### src/verilog/synth_pkg.sv
// Shared constants, types and helpers of the synthesizer control block
package synth_pkg;

  // Register port geometry
  localparam int unsigned ADDR_W = 4;
  localparam int unsigned DATA_W = 8;

  // Register offsets
  localparam logic [ADDR_W-1:0] ADDR_CTRL      = 4'h0;
  localparam logic [ADDR_W-1:0] ADDR_VCO       = 4'h1;
  localparam logic [ADDR_W-1:0] ADDR_CLKOUT    = 4'h2;
  localparam logic [ADDR_W-1:0] ADDR_LOCK      = 4'h3;
  localparam logic [ADDR_W-1:0] ADDR_IRQ_STAT  = 4'h4;
  localparam logic [ADDR_W-1:0] ADDR_IRQ_MASK  = 4'h5;
  localparam logic [ADDR_W-1:0] ADDR_DIV_FIRST = 4'h6;
  localparam logic [ADDR_W-1:0] ADDR_DIV_LAST  = 4'hb;

  // Field positions
  localparam int CTRL_SLEEP    = 0;
  localparam int CTRL_SET_SEL  = 1;
  localparam int CTRL_LOCK_PIN = 2;
  localparam int VCO_BAND_LSB  = 0;
  localparam int VCO_TUNE_LSB  = 2;
  localparam int VCO_FIELD_W   = 2;
  localparam int CLKOUT_EN     = 0;
  localparam int CLKOUT_DIV_LSB = 1;
  localparam int CLKOUT_DIV_W  = 4;
  localparam int LOCK_FLAG     = 0;
  localparam int LOCK_LIVE     = 1;
  localparam int IRQ_GAINED    = 0;
  localparam int IRQ_LOST      = 1;
  localparam int IRQ_W         = 2;

  // Reset values
  localparam logic [VCO_FIELD_W-1:0]  VCO_BAND_RST   = 2'h2;
  localparam logic [VCO_FIELD_W-1:0]  VCO_TUNE_RST   = 2'h0;
  localparam logic [CLKOUT_DIV_W-1:0] CLKOUT_DIV_RST = 4'h0;

  // Divider bank layout
  localparam int unsigned DIV_WORDS = 6;
  localparam int unsigned DIV_IDX_W = 3;
  localparam logic [DIV_IDX_W-1:0] DIV_SET2_BASE = 3'h3;
  localparam logic [DIV_IDX_W-1:0] DIV_MAIN_OFS  = 3'h1;
  localparam logic [DIV_IDX_W-1:0] DIV_FINE_OFS  = 3'h2;

  // Loop feedback count
  localparam int unsigned FB_W    = 16;
  localparam int unsigned FB_MULT = 75;

  // One complete divider set
  typedef struct packed {
    logic [DATA_W-1:0] ref_div;
    logic [DATA_W-1:0] main_div;
    logic [DATA_W-1:0] fine_div;
  } div_set_t;

  // Feedback count: 75*(main+1)+fine
  function automatic logic [FB_W-1:0] fb_count(input div_set_t s);
    fb_count = FB_W'(FB_MULT) * (FB_W'(s.main_div) + FB_W'(1))
             + FB_W'(s.fine_div);
  endfunction : fb_count

  // Address lies in the divider bank
  function automatic logic is_div_addr(input logic [ADDR_W-1:0] a);
    is_div_addr = (a >= ADDR_DIV_FIRST) && (a <= ADDR_DIV_LAST);
  endfunction : is_div_addr

endpackage : synth_pkg

### src/verilog/div_bank.sv
// Divider memory with registered read port and active-set output
`timescale 1ns/1ps
`default_nettype none
module div_bank #(
  parameter int unsigned WORDS = synth_pkg::DIV_WORDS
) (
  input  wire logic                           i_ref_clk,
  input  wire logic                           i_rst_n,
  input  wire logic                           i_clk_en,
  input  wire logic                           i_wr,
  input  wire logic                           i_rd,
  input  wire logic                           i_rd_bank,
  input  wire logic [synth_pkg::DIV_IDX_W-1:0] i_idx,
  input  wire logic [synth_pkg::DATA_W-1:0]    i_wdata,
  input  wire logic [synth_pkg::DATA_W-1:0]    i_own_data,
  input  wire logic                           i_sel,
  output logic      [synth_pkg::DATA_W-1:0]    o_rdata,
  output synth_pkg::div_set_t                 o_active
);

  typedef struct packed {
    logic [WORDS-1:0][synth_pkg::DATA_W-1:0] mem;
    logic [synth_pkg::DATA_W-1:0]            rdata;
    synth_pkg::div_set_t                     active;
  } bank_state_t;

  bank_state_t q;
  bank_state_t d;
  logic [synth_pkg::DIV_IDX_W-1:0] base;

  // Writes, read register and set selection
  always_comb begin
    d = q;
    base = i_sel ? synth_pkg::DIV_SET2_BASE : '0;
    if (i_wr) begin
      d.mem[i_idx] = i_wdata;
    end
    d.rdata = '0;
    if (i_rd) begin
      d.rdata = i_rd_bank ? q.mem[i_idx] : i_own_data;
    end
    d.active.ref_div  = q.mem[base];
    d.active.main_div = q.mem[base + synth_pkg::DIV_MAIN_OFS];
    d.active.fine_div = q.mem[base + synth_pkg::DIV_FINE_OFS];
  end

  // State register
  always_ff @(posedge i_ref_clk) begin
    if (!i_rst_n) begin
      q <= '0;
    end else if (i_clk_en) begin
      q <= d;
    end
  end

  assign o_rdata  = q.rdata;
  assign o_active = q.active;

endmodule : div_bank
`default_nettype wire

### src/verilog/clkout_div.sv
// Reference clock output divider
`timescale 1ns/1ps
`default_nettype none
module clkout_div #(
  parameter int unsigned DIV_W = synth_pkg::CLKOUT_DIV_W
) (
  input  wire logic             i_ref_clk,
  input  wire logic             i_rst_n,
  input  wire logic             i_clk_en,
  input  wire logic             i_run,
  input  wire logic [DIV_W-1:0] i_ratio,
  output logic                  o_clk
);

  typedef struct packed {
    logic [DIV_W-1:0] cnt;
    logic             clk;
  } div_state_t;

  div_state_t q;
  div_state_t d;

  // Half period of ratio+1 cycles, parked low when stopped
  always_comb begin
    d = q;
    if (!i_run) begin
      d.cnt = '0;
      d.clk = 1'b0;
    end else if (q.cnt >= i_ratio) begin
      d.cnt = '0;
      d.clk = ~q.clk;
    end else begin
      d.cnt = q.cnt + DIV_W'(1);
    end
  end

  // State register
  always_ff @(posedge i_ref_clk) begin
    if (!i_rst_n) begin
      q <= '0;
    end else if (i_clk_en) begin
      q <= d;
    end
  end

  assign o_clk = q.clk;

endmodule : clkout_div
`default_nettype wire

### src/verilog/synth_config_lock_clkout.sv
// Synthesizer control: divider sets, VCO fields, lock flag, clock output
`timescale 1ns/1ps
`default_nettype none

// Functional notes
// - Enabled clock output drives divided reference
// - Clock output enabled straight after reset
// - Clock output stops in sleep mode
// - VCO tune step resets to zero
// - Lock flag sticky, cleared by writing one
// - Lock pin shows lock when enabled
// - Two full divider sets are held
// - Divider bytes sit at addresses 6-11
// - Feedback count is 75*(main+1)+fine
module synth_config_lock_clkout (
  input  wire logic                            i_ref_clk,
  input  wire logic                            i_rst_n,
  input  wire logic                            i_clk_en,
  input  wire logic [synth_pkg::ADDR_W-1:0]    i_addr,
  input  wire logic [synth_pkg::DATA_W-1:0]    i_wdata,
  input  wire logic                            i_wr,
  input  wire logic                            i_rd,
  input  wire logic                            i_pll_lock,
  output logic      [synth_pkg::DATA_W-1:0]    o_rdata,
  output logic                                 o_ref_clk_out,
  output logic                                 o_lock_pin,
  output logic                                 o_irq,
  output logic                                 o_sleep,
  output logic      [synth_pkg::VCO_FIELD_W-1:0] o_vco_band,
  output logic      [synth_pkg::VCO_FIELD_W-1:0] o_vco_tune_step,
  output synth_pkg::div_set_t                  o_synth_div,
  output logic      [synth_pkg::FB_W-1:0]      o_fb_count
);

  typedef struct packed {
    logic                                    sleep;
    logic                                    set_sel;
    logic                                    lock_pin_en;
    logic [synth_pkg::VCO_FIELD_W-1:0]       vco_band;
    logic [synth_pkg::VCO_FIELD_W-1:0]       tune;
    logic                                    clk_on;
    logic [synth_pkg::CLKOUT_DIV_W-1:0]      clk_div;
    logic                                    lock_flag;
    logic [synth_pkg::IRQ_W-1:0]             irq_stat;
    logic [synth_pkg::IRQ_W-1:0]             irq_mask;
    logic                                    sync1;
    logic                                    sync2;
    logic                                    lock_prev;
    logic                                    irq;
    logic                                    lock_pin;
    logic [synth_pkg::FB_W-1:0]              fb;
  } ctl_state_t;

  localparam ctl_state_t CTL_RST = '{
    clk_on:   1'b1,
    vco_band: synth_pkg::VCO_BAND_RST,
    tune:     synth_pkg::VCO_TUNE_RST,
    clk_div:  synth_pkg::CLKOUT_DIV_RST,
    default:  '0
  };

  ctl_state_t q;
  ctl_state_t d;

  logic                                 wr_ctrl;
  logic                                 wr_vco;
  logic                                 wr_clkout;
  logic                                 wr_lock;
  logic                                 wr_mask;
  logic                                 rd_stat;
  logic                                 bank_hit;
  logic                                 lock_rise;
  logic                                 lock_fall;
  logic [synth_pkg::IRQ_W-1:0]          irq_set;
  logic [synth_pkg::DATA_W-1:0]         own_rdata;
  logic [synth_pkg::DIV_IDX_W-1:0]      bank_idx;
  logic [synth_pkg::ADDR_W-1:0]         bank_ofs;
  logic                                 clkout_run;

  // Address decode for the register port
  always_comb begin
    wr_ctrl   = i_wr && (i_addr == synth_pkg::ADDR_CTRL);
    wr_vco    = i_wr && (i_addr == synth_pkg::ADDR_VCO);
    wr_clkout = i_wr && (i_addr == synth_pkg::ADDR_CLKOUT);
    wr_lock   = i_wr && (i_addr == synth_pkg::ADDR_LOCK);
    wr_mask   = i_wr && (i_addr == synth_pkg::ADDR_IRQ_MASK);
    rd_stat   = i_rd && (i_addr == synth_pkg::ADDR_IRQ_STAT);
    bank_hit  = synth_pkg::is_div_addr(i_addr);
    bank_ofs  = i_addr - synth_pkg::ADDR_DIV_FIRST;
    bank_idx  = bank_ofs[synth_pkg::DIV_IDX_W-1:0];
  end

  // Lock edge events from the synchronised lock level
  always_comb begin
    lock_rise = q.sync2 && !q.lock_prev;
    lock_fall = !q.sync2 && q.lock_prev;
    irq_set   = '0;
    irq_set[synth_pkg::IRQ_GAINED] = lock_rise;
    irq_set[synth_pkg::IRQ_LOST]   = lock_fall;
  end

  // Read data of the block's own registers
  always_comb begin
    own_rdata = '0;
    unique case (i_addr)
      synth_pkg::ADDR_CTRL: begin
        own_rdata[synth_pkg::CTRL_SLEEP]    = q.sleep;
        own_rdata[synth_pkg::CTRL_SET_SEL]  = q.set_sel;
        own_rdata[synth_pkg::CTRL_LOCK_PIN] = q.lock_pin_en;
      end
      synth_pkg::ADDR_VCO: begin
        own_rdata[synth_pkg::VCO_BAND_LSB +: synth_pkg::VCO_FIELD_W] =
          q.vco_band;
        own_rdata[synth_pkg::VCO_TUNE_LSB +: synth_pkg::VCO_FIELD_W] =
          q.tune;
      end
      synth_pkg::ADDR_CLKOUT: begin
        own_rdata[synth_pkg::CLKOUT_EN] = q.clk_on;
        own_rdata[synth_pkg::CLKOUT_DIV_LSB +: synth_pkg::CLKOUT_DIV_W] =
          q.clk_div;
      end
      synth_pkg::ADDR_LOCK: begin
        own_rdata[synth_pkg::LOCK_FLAG] = q.lock_flag;
        own_rdata[synth_pkg::LOCK_LIVE] = q.sync2;
      end
      synth_pkg::ADDR_IRQ_STAT: begin
        own_rdata[synth_pkg::IRQ_W-1:0] = q.irq_stat;
      end
      synth_pkg::ADDR_IRQ_MASK: begin
        own_rdata[synth_pkg::IRQ_W-1:0] = q.irq_mask;
      end
      default: begin
        own_rdata = '0;
      end
    endcase
  end

  // Next-state logic of the control state
  always_comb begin
    d = q;
    // Two-flop synchroniser on the PLL lock input
    d.sync1     = i_pll_lock;
    d.sync2     = q.sync1;
    d.lock_prev = q.sync2;
    if (wr_ctrl) begin
      d.sleep       = i_wdata[synth_pkg::CTRL_SLEEP];
      d.set_sel     = i_wdata[synth_pkg::CTRL_SET_SEL];
      d.lock_pin_en = i_wdata[synth_pkg::CTRL_LOCK_PIN];
    end
    if (wr_vco) begin
      d.vco_band = i_wdata[synth_pkg::VCO_BAND_LSB +: synth_pkg::VCO_FIELD_W];
      d.tune = i_wdata[synth_pkg::VCO_TUNE_LSB +: synth_pkg::VCO_FIELD_W];
    end
    if (wr_clkout) begin
      d.clk_on  = i_wdata[synth_pkg::CLKOUT_EN];
      d.clk_div =
        i_wdata[synth_pkg::CLKOUT_DIV_LSB +: synth_pkg::CLKOUT_DIV_W];
    end
    // Sticky lock flag, write one clears, new lock wins
    if (wr_lock && i_wdata[synth_pkg::LOCK_FLAG]) begin
      d.lock_flag = 1'b0;
    end
    if (lock_rise) begin
      d.lock_flag = 1'b1;
    end
    // Interrupt status cleared by read, events win
    if (rd_stat) begin
      d.irq_stat = '0;
    end
    d.irq_stat = d.irq_stat | irq_set;
    if (wr_mask) begin
      d.irq_mask = i_wdata[synth_pkg::IRQ_W-1:0];
    end
    d.irq      = |(d.irq_stat & d.irq_mask);
    d.lock_pin = d.lock_pin_en && q.sync2;
    d.fb       = synth_pkg::fb_count(o_synth_div);
  end

  // State register, frozen while clock enable is low
  always_ff @(posedge i_ref_clk) begin
    if (!i_rst_n) begin
      q <= CTL_RST;
    end else if (i_clk_en) begin
      q <= d;
    end
  end

  // Clock output runs only when enabled and awake
  assign clkout_run = q.clk_on && !q.sleep;

  clkout_div #(
    .DIV_W (synth_pkg::CLKOUT_DIV_W)
  ) u_clkout_div (
    .i_ref_clk (i_ref_clk),
    .i_rst_n   (i_rst_n),
    .i_clk_en  (i_clk_en),
    .i_run     (clkout_run),
    .i_ratio   (q.clk_div),
    .o_clk     (o_ref_clk_out)
  );

  // Two divider sets and the read data register
  div_bank #(
    .WORDS (synth_pkg::DIV_WORDS)
  ) u_div_bank (
    .i_ref_clk  (i_ref_clk),
    .i_rst_n    (i_rst_n),
    .i_clk_en   (i_clk_en),
    .i_wr       (i_wr && bank_hit),
    .i_rd       (i_rd),
    .i_rd_bank  (bank_hit),
    .i_idx      (bank_idx),
    .i_wdata    (i_wdata),
    .i_own_data (own_rdata),
    .i_sel      (q.set_sel),
    .o_rdata    (o_rdata),
    .o_active   (o_synth_div)
  );

  // Outputs from state flops
  assign o_lock_pin      = q.lock_pin;
  assign o_irq           = q.irq;
  assign o_sleep         = q.sleep;
  assign o_vco_band      = q.vco_band;
  assign o_vco_tune_step = q.tune;
  assign o_fb_count      = q.fb;
endmodule : synth_config_lock_clkout
`default_nettype wire

### config.mk
export PLATFORM = sky130hd
export DESIGN_NAME = synth_config_lock_clkout
export DESIGN_NICKNAME = d
export VERILOG_FILES = /design/src/verilog/synth_pkg.sv /design/src/verilog/div_bank.sv /design/src/verilog/clkout_div.sv /design/src/verilog/synth_config_lock_clkout.sv
export SDC_FILE = /design/constraint.sdc
export NUM_CORES = 1
export LEC_CHECK = 0
export BUFFER_PORTS_ARGS = -buffer_cell sky130_fd_sc_hd__buf_2
export CAP_MARGIN = 25
export CORE_MARGIN = 2
export CORE_UTILIZATION = 35
export DETAILED_ROUTE_END_ITERATION = 8
export GPL_TIMING_DRIVEN = 0
export PLACE_DENSITY_LB_ADDON = 0.1
export SLEW_MARGIN = 20
export SYNTH_ARGS = -nofsm -noshare
export SYNTH_HDL_FRONTEND = slang
export SYNTH_SLANG_ARGS = --single-unit
### constraint.sdc
create_clock -name i_ref_clk -period 7 [get_ports i_ref_clk]
set_input_delay 0 -clock i_ref_clk [delete_from_list [all_inputs] [get_ports i_ref_clk]]
set_output_delay 0 -clock i_ref_clk [all_outputs]
set_load 0.02 [all_outputs]
==> results of run 1 <==
==> kinds of logic after synthesis <==
logic type / synth area share (%)
buffers and inverters: 11.4
XOR/XNOR: 1.69
AO/OA/AOI/OAI: 14.0
flip-flops: 31.7
adder cells (fa/ha/maj): 12.8
multiplexers: 12.4
AND/OR/NAND/NOR: 16.1
==> metrics by stage <==
stage	power (mW)	worst slack, ns	hold slack (ns)	utilization [%]	cells
4_1_cts	2.07	2.25	0.0856	42.0	1241
2_1_floorplan	1.03	2.77	0.146	-	851
3_3_place_gp	1.13	2.28	0.268	38.8	1200
6_report	2.05	2.30	0.0970	42.0	1242
5_1_grt	2.14	1.92	0.121	42.0	1241
3_5_place_dp	1.14	2.27	0.275	38.8	1200
==> registers in the layout, indices dropped and copies added (netlist names) <==
| name | count |
|---|---|
| o_vco_tune_step | 2 |
| u_clkout_div.q | 4 |
| o_sleep | 1 |
| u_div_bank.o_rdata | 8 |
| o_vco_band | 2 |
| o_lock_pin | 1 |
| u_clkout_div.o_clk | 1 |
| u_div_bank.o_active | 24 |
| q | 13 |
| u_div_bank.q | 48 |
| d | 2 |
| o_fb_count | 16 |
| o_irq | 1 |
==> critical path, delay by kind of cell (launching register included) <==
kind	cells	cell delay [ns]
DFF	1	0.45
AOI/OAI and AO/OA	2	0.65
muxes	1	0.10
adders and majority gates	6	2.27
xor gates and xnor gates	2	0.42
buffers and inverters	4	0.31
and+or+nand+nor	3	0.43
==> cells in the mapped netlist, drive strengths merged, types with 4 or more instances <==
cell type	n
nand2	93
nand4	8
mux2i	75
fa	17
o211ai	4
mux4	8
xnor2	9
and2	5
a21boi	38
buf	86
and3	4
a21o	8
nand2b	4
xor2	6
nor2b	49
nand3	52
ha	52
a22oi	5
nor3	6
o21ai	10
dfxtp	123
a21oi	26
nor2	26
inv	57
clkbuf	18
o211a	27
==> what timing repair did <==
item	4_1_cts	5_1_grt
resized for setup	0	0
endpoints found under the hold margin	38	0
hold buffers	9	0
setup endpoints to repair	0	0
==> metal layers <==
metal	global-route usage, %	vias up	part of all wire, %
met5	0	-	0
met4	5.64	0	1.2
met3	2.81	18	3.5
met2	31.6	134	46
met1	27.7	2916	50
li1	-	3087	-
==> report_power, final <==
part | leakage, nW | switching [mW] | internal [mW]
combinational | 2.94 | 0.216 | 0.158
sequential | 0.999 | 0.0196 | 0.726
clock | 0.296 | 0.347 | 0.581
==> how the worst max path moves through the flow <==
| stage | endpoint | from |
|---|---|---|
| 6_report | o_fb_count[11] | u_div_bank.o_active[8] |
| 5_1_grt | o_fb_count[13] | u_div_bank.o_active[8] |
| 4_1_cts | o_fb_count[13] | u_div_bank.o_active[8] |
| 3_5_place_dp | o_fb_count[13] | u_div_bank.o_active[8] |
| 3_3_place_gp | o_fb_count[11] | u_div_bank.o_active[8] |
| 2_1_floorplan | o_fb_count[13] | u_div_bank.o_active[8] |
==> cell type report <==
| class | count | area share, % |
|---|---|---|
| multi-input combinational | 567 | 48.2 |
| inverter | 57 | 2.33 |
| sequential | 123 | 26.8 |
| clock buffer | 19 | 4.94 |
| clock inverter | 13 | 1.81 |
| timing repair buffer | 78 | 4.75 |
| buffer | 104 | 7.34 |
| tap | 280 | 3.82 |
| antenna | 1 | 0.0273 |
==> run summary, run 1 <==
Post-synth EDFFs = 0
commonest non-fill, non-tap cell in the layout = dfxtp_1
CP endpoint kind = flop
syn_nets = 938
Starting Density = 35.6%
CP arrival = 5.06 ns
final setup fails = 0
Synth area leader = dfxtp_1
grt ovf = 0
detailed-route DRC error count = 0
Critical R2R Capture = o_fb_count[11]
Hold Fails Final Rpt = 0
CP max stage cell = fa_1
post-route setup TNS = 0 ns
outcome = completed
critical path required time = 7.36 ns
vias per cell = 4.96
fmax = 213 MHz
final-report max-slew violation count = 0
die height = 153 µm
Num Clock Sinks = 123
syn_area_per_cell = 9.13 µm²
Tot GR Track Use = 19.7%
flop2flop setup slack = 2.30 ns
vias in the first global route = 6135
Cell Rows = 54
largest net degree at the start of global routing = 17
Hold Path End = u_div_bank.q[57]
initial DRC count = 335
Seq/Total Area, Yosys = 31.7%
critical path's largest stage delay = 0.53 ns
Cells on Worst Hold Path = 4
HPWL Detailed = 17300 µm
register bit total from synthesis = 123
count of yosys warnings during synthesis = 0
initial antenna violation count = 0
Worst Tran Pin Value = 0.738 ns
gpl congestion = 0.837
CP Max Fanout = 6
final net count = 1035
top cell type's share of synthesized area = 31.7%
routed wire length = 22400 µm
synth top area cells = dfxtp_1 (32%), mux2i_1 (9.7%), ha_1 (8.4%)
Post-synth top flop = dfxtp_1
Ports = 74
clk slew on worst S/H paths = 0.06 ns
RSZ-0062 raised after global routing = false
post-synth cell types = 56
crit path launch type = flop
min-delay src = i_wdata[1]
multi-input combinational cell area = 4420 µm²
Clock Skew = 0.0103 ns
H-tree levels = 4
FILL cells = 2204
VDD IR max = 0.183 mV
via count = 6155
area grow syn2layout = 18.1%
worst rel slew slack = 50.8%
Post-DRT Antenna Nets = 0
placed cell area = 8460 µm²
synthesized area = 7770 µm²
R2R depth = 18
Min-Delay Path Class = input port to flop
TritonCTS clock tree = yes
Crit Path Class = flop to flop
chip width = 153 µm
Max Cap Violations = 0
final period demand of the worst path = 4.70 ns
share of post-route cells with drive strength above 1 = 20.1%
Lkg Pwr = 4.23 nW
CTS Buf Count = 17
Final Cell Area = 9180 µm²
Power Density = 223 nW/µm²
Max clock buf depth = 2
Core ar. = 21800 µm²
RR Startpoint = u_div_bank.o_active[8]
global-route wire length before repair = 35700 µm
period utilisation layout = 67.1%
Root Driver = clkbuf_16
Mapped Cells = 851
Worst-Skew Late Latency = 0.42 ns
die area = 23400 µm²
Pre-antenna DRT Iters = 5
Setup Buffers After CTS = 0
most frequent cells in the layout = dfxtp_1 (123), nand2_1 (93), buf_2 (85)
FFs w/ async S/R, synth = 0%
Reg area = 2460 µm²
crit-path cells = ha_1, nand3_1, nor2_1, xnor2_1, inv_1, ha_1, ha_1, fa_1, inv_1, fa_1, inv_1, ha_1, inv_1, a2111o_1, a31oi_1, xor2_1, mux2i_1, nor2b_1
WL/cell = 18.0 µm
Port Buffer Count = 69
Power figures use the tool's default switching activity.
==> inputs of run 2 (changes only) <==
--- a/config.mk
+++ b/config.mk
@@ -5,6 +5,7 @@
 export SDC_FILE = /design/constraint.sdc
 export NUM_CORES = 1
 export LEC_CHECK = 0
+export ABC_AREA = 1
 export BUFFER_PORTS_ARGS = -buffer_cell sky130_fd_sc_hd__buf_2
 export CAP_MARGIN = 25
 export CORE_MARGIN = 2
==> constraint.sdc (replaced) <==
create_clock -name i_ref_clk -period 4.8 [get_ports i_ref_clk]
set_input_delay 0 -clock i_ref_clk [delete_from_list [all_inputs] [get_ports i_ref_clk]]
set_output_delay 0 -clock i_ref_clk [all_outputs]
set_load 0.02 [all_outputs]
==> run summary, run 2 <==
outcome = completed (unchanged)
via count = 7374 (was 6155)
Synth Area in Simple Gates = 25.6% (was 16.1%)
CP endpoint kind = flop (unchanged)
Starting Density = 35.8% (was 35.6%)
initial antenna violation count = 0 (unchanged)
TritonCTS clock tree = yes (unchanged)
FILL cells = 2385 (was 2204)
Compound-Gate Fraction of Synth Area = 12.9% (was 14.0%)
Crit Path Class = flop to flop (unchanged)
switching power = 935 µW (was 583 µW)
period utilisation layout = 91.6% (was 67.1%)
final-report max-slew violation count = 0 (unchanged)
syn_area_per_cell = 6.94 µm² (was 9.13 µm²)
final setup fails = 0 (unchanged)
gpl congestion = 0.881 (was 0.837)
cell with the most instances after synthesis = nand2_1 (was dfxtp_1)
post-synth cell types = 36 (was 56)
clk slew on worst S/H paths = 0.06 ns (about the same)
Min-Delay Path Class = input port to flop (unchanged)
worst rel slew slack = 42.2% (was 50.8%)
register bit total from synthesis = 123 (unchanged)
Max Cap Violations = 0 (unchanged)
crit path launch type = flop (unchanged)
routed wire length = 24600 µm (was 22400 µm)
final period demand of the worst path = 4.40 ns (was 4.70 ns)
count of yosys warnings during synthesis = 0 (unchanged)
die height = 154 µm (was 153 µm)
Post-DRT Antenna Nets = 0 (unchanged)
Seq/Total Area, Yosys = 31.4% (was 31.7%)
Max clock buf depth = 2 (unchanged)
sequential share of power = 36.3% (was 36.4%)
Min Hold Slack = 0.0405 ns (was 0.0970 ns)
Pre-antenna DRT Iters = 5 (unchanged)
WL/cell = 16.2 µm (was 18.0 µm)
area grow syn2layout = 17.4% (was 18.1%)
global-route wire length before repair = 38900 µm (was 35700 µm)
RR Startpoint = u_div_bank.o_active[8] (unchanged)
CP Max Fanout = 5 (was 6)
Top reg by flops = u_div_bank.q (unchanged)
syn_nets = 1217 (was 938)
Num Clock Sinks = 123 (unchanged)
FFs w/ async S/R, synth = 0% (unchanged)
largest net degree at the start of global routing = 17 (unchanged)
HPWL Detailed = 19000 µm (was 17300 µm)
Post-synth top flop = dfxtp_1 (unchanged)
main combinational cell family by area after synthesis = simple AND/OR/NAND/NOR gates (unchanged)
die area = 23600 µm² (was 23400 µm²)
Mapped Cells = 1130 (was 851)
top post-synthesis cells by count = nand2_1 (259), inv_1 (173), dfxtp_1 (123) (was dfxtp_1 (123), nand2_1 (93), mux2i_1 (75))
min-delay src = i_wr (was i_wdata[1])
Core Util, Final = 42.1% (was 42.0%)
final net count = 1311 (was 1035)
CP arrival = 4.72 ns (was 5.06 ns)
Clock Skew = 0.0147 ns (was 0.0103 ns)
Cells on Worst Hold Path = 5 (was 4)
vias in the first global route = 7126 (was 6135)
R2R depth = 22 (was 18)
most frequent cells in the layout = nand2_1 (259), inv_1 (173), dfxtp_1 (123) (was dfxtp_1 (123), nand2_1 (93), buf_2 (85))
grt ovf = 0 (unchanged)
placed cell area = 8530 µm² (was 8460 µm²)
post-route setup TNS = 0 ns (unchanged)
combinational fraction of design power = 20.3% (was 18.3%)
share of post-route cells with drive strength above 1 = 14.8% (was 20.1%)
vias per cell = 4.86 (was 4.96)
max reg flops = 48 (unchanged)
H-tree levels = 4 (unchanged)
multi-input combinational cell area = 4120 µm² (was 4420 µm²)
top cell type's share of synthesized area = 31.4% (was 31.7%)
area share of fa/ha/maj cells after synthesis = 12.6% (was 12.8%)
Critical R2R Capture = o_fb_count[9] (was o_fb_count[11])
mux cell area share after synthesis = 0% (was 12.4%)
Worst Tran Pin Value = 0.866 ns (was 0.738 ns)
CTS Buf Count = 17 (unchanged)
Ports = 74 (unchanged)
Port Buffer Count = 68 (was 69)
Hold Fails Final Rpt = 0 (unchanged)
Reg area = 2460 µm² (unchanged)
critical path required time = 5.12 ns (was 7.36 ns)
VDD IR max = 0.248 mV (was 0.183 mV)
Core ar. = 21900 µm² (was 21800 µm²)
total power = 3.01 mW (was 2.05 mW)
Tot GR Track Use = 21.2% (was 19.7%)
Synth Area in XOR/XNOR = 1.23% (was 1.69%)
Root Driver = clkbuf_16 (unchanged)
Post-synth EDFFs = 0 (unchanged)
RSZ-0062 raised after global routing = false (unchanged)
Internal = 2.08 mW (was 1.47 mW)
Clk network pwr share = 43.4% (was 45.3%)
Worst-Skew Late Latency = 0.43 ns (was 0.42 ns)
chip width = 154 µm (was 153 µm)
Hold Path End = o_lock_pin (was u_div_bank.q[57])
Cell Rows = 54 (unchanged)
synth top area cells = dfxtp_1 (31%), nand2_1 (12%), ha_1 (8.3%) (was dfxtp_1 (32%), mux2i_1 (9.7%), ha_1 (8.4%))
synthesized area = 7840 µm² (was 7770 µm²)
Power Density = 327 nW/µm² (was 223 nW/µm²)
Synth area leader = dfxtp_1 (unchanged)
fmax = 227 MHz (was 213 MHz)
commonest non-fill, non-tap cell in the layout = nand2_1 (was dfxtp_1)
initial DRC count = 446 (was 335)
Final Cell Area = 9210 µm² (was 9180 µm²)
Ant. Diodes = 0 (was 1)
detailed-route DRC error count = 0 (unchanged)
Lkg Pwr = 4.68 nW (was 4.23 nW)
flop2flop setup slack = 0.40 ns (was 2.30 ns)
Net Sw Frac = 31.0% (was 28.5%)
run 2: cell types whose count changed in the layout (fill, tap and decap cells not counted), sizes merged, moves of 36 or more:
cell	change
nand2	+166
inv	+120
a21oi	+50
a21boi	-36
nor2b	-49
nor2	+77
mux2i	-75
run 2: logic make-up after synthesis:
group,count (synthesis)
buffers and inverters,280
and+or+nand+nor,471
AOI/OAI and AO/OA,176
DFF,123
adders and majority gates,69
xor gates and xnor gates,11
run 2: final cells by class:
cell class              instances  share of cell area, %
multi-input cells             727                   44.7
flip-flops and latches        123                   26.7
inverters                     175                   7.13
plain buffers                 105                   6.68
clock buffers                  19                   4.92
repair buffers                 75                   4.46
well taps                     280                   3.80
clock inverters                13                   1.54
run 2: worst max-delay path by stage:
stage,endpoint,slack [ns],cells after the start,startpoint
6_report,o_fb_count[9],0.40,22,u_div_bank.o_active[8]
4_1_cts,o_fb_count[11],0.22,19,u_div_bank.o_active[8]
5_1_grt,o_fb_count[9],0.03,22,u_div_bank.o_active[8]
3_3_place_gp,o_fb_count[11],0.20,19,u_div_bank.o_active[8]
2_1_floorplan,o_fb_count[14],0.84,20,u_div_bank.o_active[8]
3_5_place_dp,o_fb_count[11],0.23,19,u_div_bank.o_active[8]
run 2: per-layer routing:
metal	part of all wire, %	GRT usage (%)	up-vias
met5	0	0	-
met4	2.2	6.38	0
met3	5.2	4.17	33
met2	46	35.5	212
met1	46	27.7	3359
li1	-	-	3770
run 2: critical path: stages (launching register included):
cell,delay (ns)
dfxtp_1,0.41
inv_1,0.17
nor2_1,0.19
nand3_1,0.12
nand3b_1,0.21
xor2_2,0.27
ha_1,0.28
ha_1,0.30
fa_1,0.54
inv_1,0.05
fa_1,0.53
inv_1,0.04
ha_1,0.37
nand2_1,0.13
inv_1,0.05
nand2_1,0.06
nand2_1,0.06
inv_1,0.05
nand2_1,0.05
xnor2_1,0.23
nand2_1,0.08
nand2_1,0.07
inv_1,0.03
run 2: repair_timing:
item                                   4_1_cts  5_1_grt
endpoints found under the hold margin       32        0
hold buffers                                 7        0
gates resized for setup                      0        2
setup buffers                                0        0
setup endpoints to repair                    0        5
run 2: through the flow:
stage,setup WS [ns],instances
2_1_floorplan,0.835,1130
3_3_place_gp,0.203,1478
3_5_place_dp,0.228,1478
4_1_cts,0.215,1517
5_1_grt,0.0314,1517
6_report,0.402,1517
run 2: power groups by stage:
stage                     Sequential [mW]  Clock (mW)  Combinational, mW
after global routing                 1.10        1.37              0.697
after global placement               1.11           0              0.614
after floorplan                      1.11           0              0.439
after detailed placement             1.11           0              0.617
after CTS                            1.09        1.33              0.622
final                                1.09        1.31              0.613
==> inputs of run 3 (changes only) <==
--- a/config.mk
+++ b/config.mk
@@ -16,4 +16,5 @@
 export SLEW_MARGIN = 20
 export SYNTH_ARGS = -nofsm -noshare
 export SYNTH_HDL_FRONTEND = slang
+export SYNTH_HIERARCHICAL = 1
 export SYNTH_SLANG_ARGS = --single-unit
==> constraint.sdc (replaced) <==
create_clock -name i_ref_clk -period 4.28 [get_ports i_ref_clk]
set_input_delay 0 -clock i_ref_clk [delete_from_list [all_inputs] [get_ports i_ref_clk]]
set_output_delay 0 -clock i_ref_clk [all_outputs]
set_load 0.02 [all_outputs]
==> run summary, run 3 <==
outcome = completed (unchanged)
max reg flops = 48 (unchanged)
top post-synthesis cells by count = inv_1 (213), nand2_1 (186), dfxtp_1 (123) (was nand2_1 (259), inv_1 (173), dfxtp_1 (123))
WL/cell = 14.6 µm (was 16.2 µm)
Internal = 2.41 mW (was 2.08 mW)
area grow syn2layout = 20.3% (was 17.4%)
cell with the most instances after synthesis = inv_1 (was nand2_1)
final net count = 1311 (unchanged)
vias per cell = 4.65 (was 4.86)
Post-synth top flop = dfxtp_1 (unchanged)
VDD IR max = 0.245 mV (was 0.248 mV)
via count = 7084 (was 7374)
Num Clock Sinks = 123 (unchanged)
chip width = 154 µm (about the same)
final period demand of the worst path = 4.04 ns (was 4.40 ns)
vias in the first global route = 6673 (was 7126)
syn_area_per_cell = 7.05 µm² (was 6.94 µm²)
final setup fails = 0 (unchanged)
Net Sw Frac = 30.0% (was 31.0%)
largest net degree at the start of global routing = 17 (unchanged)
combinational fraction of design power = 21.9% (was 20.3%)
synth top area cells = dfxtp_1 (31%), inv_1 (10%), nand2_1 (8.8%) (was dfxtp_1 (31%), nand2_1 (12%), ha_1 (8.3%))
Lkg Pwr = 4.79 nW (was 4.68 nW)
fin worst setup slack = 0.245 ns (was 0.402 ns)
FILL cells = 2361 (was 2385)
Worst-Skew Late Latency = 0.42 ns (was 0.43 ns)
top cell type's share of synthesized area = 31.2% (was 31.4%)
CTS Buf Count = 17 (unchanged)
register bit total from synthesis = 123 (unchanged)
clk slew on worst S/H paths = 0.06 ns (about the same)
most frequent cells in the layout = inv_1 (210), nand2_1 (178), dfxtp_1 (122) (was nand2_1 (259), inv_1 (173), dfxtp_1 (123))
Post-DRT Antenna Nets = 0 (unchanged)
FFs w/ async S/R, synth = 0% (unchanged)
Tot GR Track Use = 19.2% (was 21.2%)
sequential share of power = 35.5% (was 36.3%)
synthesized area = 7890 µm² (was 7840 µm²)
CP arrival = 4.36 ns (was 4.72 ns)
RSZ-0062 raised after global routing = true (was false)
Ports = 74 (unchanged)
Power Density = 362 nW/µm² (was 327 nW/µm²)
CP Max Fanout = 4 (was 5)
final-report max-slew violation count = 0 (unchanged)
Core Util, Final = 43.2% (was 42.1%)
grt ovf = 0 (unchanged)
count of yosys warnings during synthesis = 6 (was 0)
Max clock buf depth = 2 (unchanged)
critical path required time = 4.61 ns (was 5.12 ns)
Min Hold Slack = 0.0518 ns (was 0.0405 ns)
crit path launch type = flop (unchanged)
R2R depth = 19 (was 22)
initial antenna violation count = 0 (unchanged)
initial DRC count = 404 (was 446)
Mapped Cells = 1119 (was 1130)
pre-CTS WS = -0.369 ns (was 0.228 ns)
post-synth cell types = 44 (was 36)
share of post-route cells with drive strength above 1 = 20.2% (was 14.8%)
fmax = 248 MHz (was 227 MHz)
worst rel slew slack = 53.6% (was 42.2%)
Hold Fails Final Rpt = 0 (unchanged)
Cells on Worst Hold Path = 3 (was 5)
die area = 23800 µm² (was 23600 µm²)
detailed-route DRC error count = 0 (unchanged)
Clock Skew = 0.0137 ns (was 0.0147 ns)
Max Cap Violations = 0 (unchanged)
Post-synth EDFFs = 0 (unchanged)
Seq/Total Area, Yosys = 31.2% (was 31.4%)
Top reg by flops = u_div_bank/q (was u_div_bank.q)
Pre-antenna DRT Iters = 5 (unchanged)
Synth area leader = dfxtp_1 (unchanged)
Cell Rows = 54 (unchanged)
period utilisation layout = 94.3% (was 91.6%)
Port Buffer Count = 72 (was 68)
global-route wire length before repair = 35800 µm (was 38900 µm)
CP endpoint kind = flop (unchanged)
Min-Delay Path Class = input port to flop (unchanged)
routed wire length = 22300 µm (was 24600 µm)
gpl congestion = 0.894 (was 0.881)
TritonCTS clock tree = yes (unchanged)
Core ar. = 22000 µm² (was 21900 µm²)
HPWL Detailed = 17100 µm (was 19000 µm)
Root Driver = clkbuf_16 (unchanged)
Starting Density = 35.9% (was 35.8%)
H-tree levels = 4 (unchanged)
Worst Tran Pin Value = 0.696 ns (was 0.866 ns)
Crit Path Class = flop to flop (unchanged)
Clk network pwr share = 42.6% (was 43.4%)
die height = 154 µm (about the same)
total power = 3.44 mW (was 3.01 mW)
commonest non-fill, non-tap cell in the layout = inv_1 (was nand2_1)
Ant. Diodes = 0 (unchanged)
switching power = 1.03 mW (was 935 µW)
==> run 3: changes by cell type after synthesis, sizes merged, moves of 2 or more <==
cell,previous run,this run
a21oi,76,98
nand2,259,200
o221ai,1,4
nand3b,3,0
a21boi,2,0
o22ai,11,3
nor2,103,88
nand4,38,8
clkbuf,32,19
ha,52,47
o21ai,42,110
nand3,64,54
inv,175,220
o211ai,36,28
==> run 3: final timing paths <==
| path | from | end | slack, ns |
|---|---|---|---|
| max | u_div_bank/o_active[9] | o_fb_count[15] | 0.24 |
| min | i_wdata[0] | u_div_bank/q[32] | 0.05 |
| max reg2reg | u_div_bank/o_active[9] | o_fb_count[15] | 0.24 |
| min reg2reg | u_div_bank/o_rdata[3] | u_div_bank/o_rdata[3] | 0.47 |
==> run 3: cells by family (layout without fill, tap and decap cells) <==
group	Yosys count	after routing	share of synthesized area [%]
compound gates	250	250	17.2
buf+inv	313	434	18.3
flops	123	123	31.2
mux	1	1	0.127
simple gates	356	356	20.2
fa+ha+maj	63	63	11.5
other cells	1	3	0.0475
xor+xnor	12	12	1.43
==> run 3: final cells by class <==
type	count	area [µm²]	share of cell area [%]
Inverter	220	832	8.76
Buffer	93	619	6.52
Timing Repair Buffer	90	523	5.51
Tap cell	280	350	3.69
Multi-Input combinational cell	685	4120	43.3
Sequential cell	123	2460	25.9
Clock inverter	12	148	1.56
Clock buffer	19	443	4.67
==> run 3: worst max-delay path: stages (launching register included) <==
cell and delay [ns]:
dfxtp_1 0.33, buf_4 0.14, ha_2 0.18, nand2_1 0.09, nor2_2 0.12, inv_2 0.08, o21a_4 0.24, ha_1 0.29
ha_1 0.30, fa_1 0.54, inv_1 0.06, fa_1 0.53, inv_1 0.06, ha_4 0.30, nand2_2 0.08, nor2_2 0.11
nand3_1 0.12, nand3_1 0.13, nand2_1 0.07, a31oi_2 0.17
==> run 3: repair_timing <==
action,in CTS,in global routing
endpoints found under the setup margin,6,10
endpoints found under the hold margin,27,0
hold buffers,11,0
gates resized for setup,3,31
pin swaps,0,8
setup buffers,0,7
==> run 3: power by group through the flow <==
stage / logic (mW) / registers [mW] / clock network [mW]
after detailed placement: 0.714 / 1.25 / 0
after global placement: 0.718 / 1.25 / 0
final: 0.752 / 1.22 / 1.46
after floorplan: 0.516 / 1.24 / 0
after global routing: 0.851 / 1.23 / 1.55
after CTS: 0.733 / 1.22 / 1.50
==> run 3: routing by layer <==
layer	global-route usage, %	up-vias	part of all wire [%]
met5	0	-	0
met4	4.85	0	1.4
met3	3.42	13	3.3
met2	32.7	122	48
met1	25.3	3228	48
li1	-	3721	-
==> run 3: through the flow <==
stage               std cells  setup TNS, ns  cell area (µm²)
floorplan                1121              0             7900
global placement         1473          -1.95             8610
detailed placement       1473          -1.89             8610
CTS                      1515              0             9340
global route             1522        -0.0212             9490
finish                   1522              0             9490
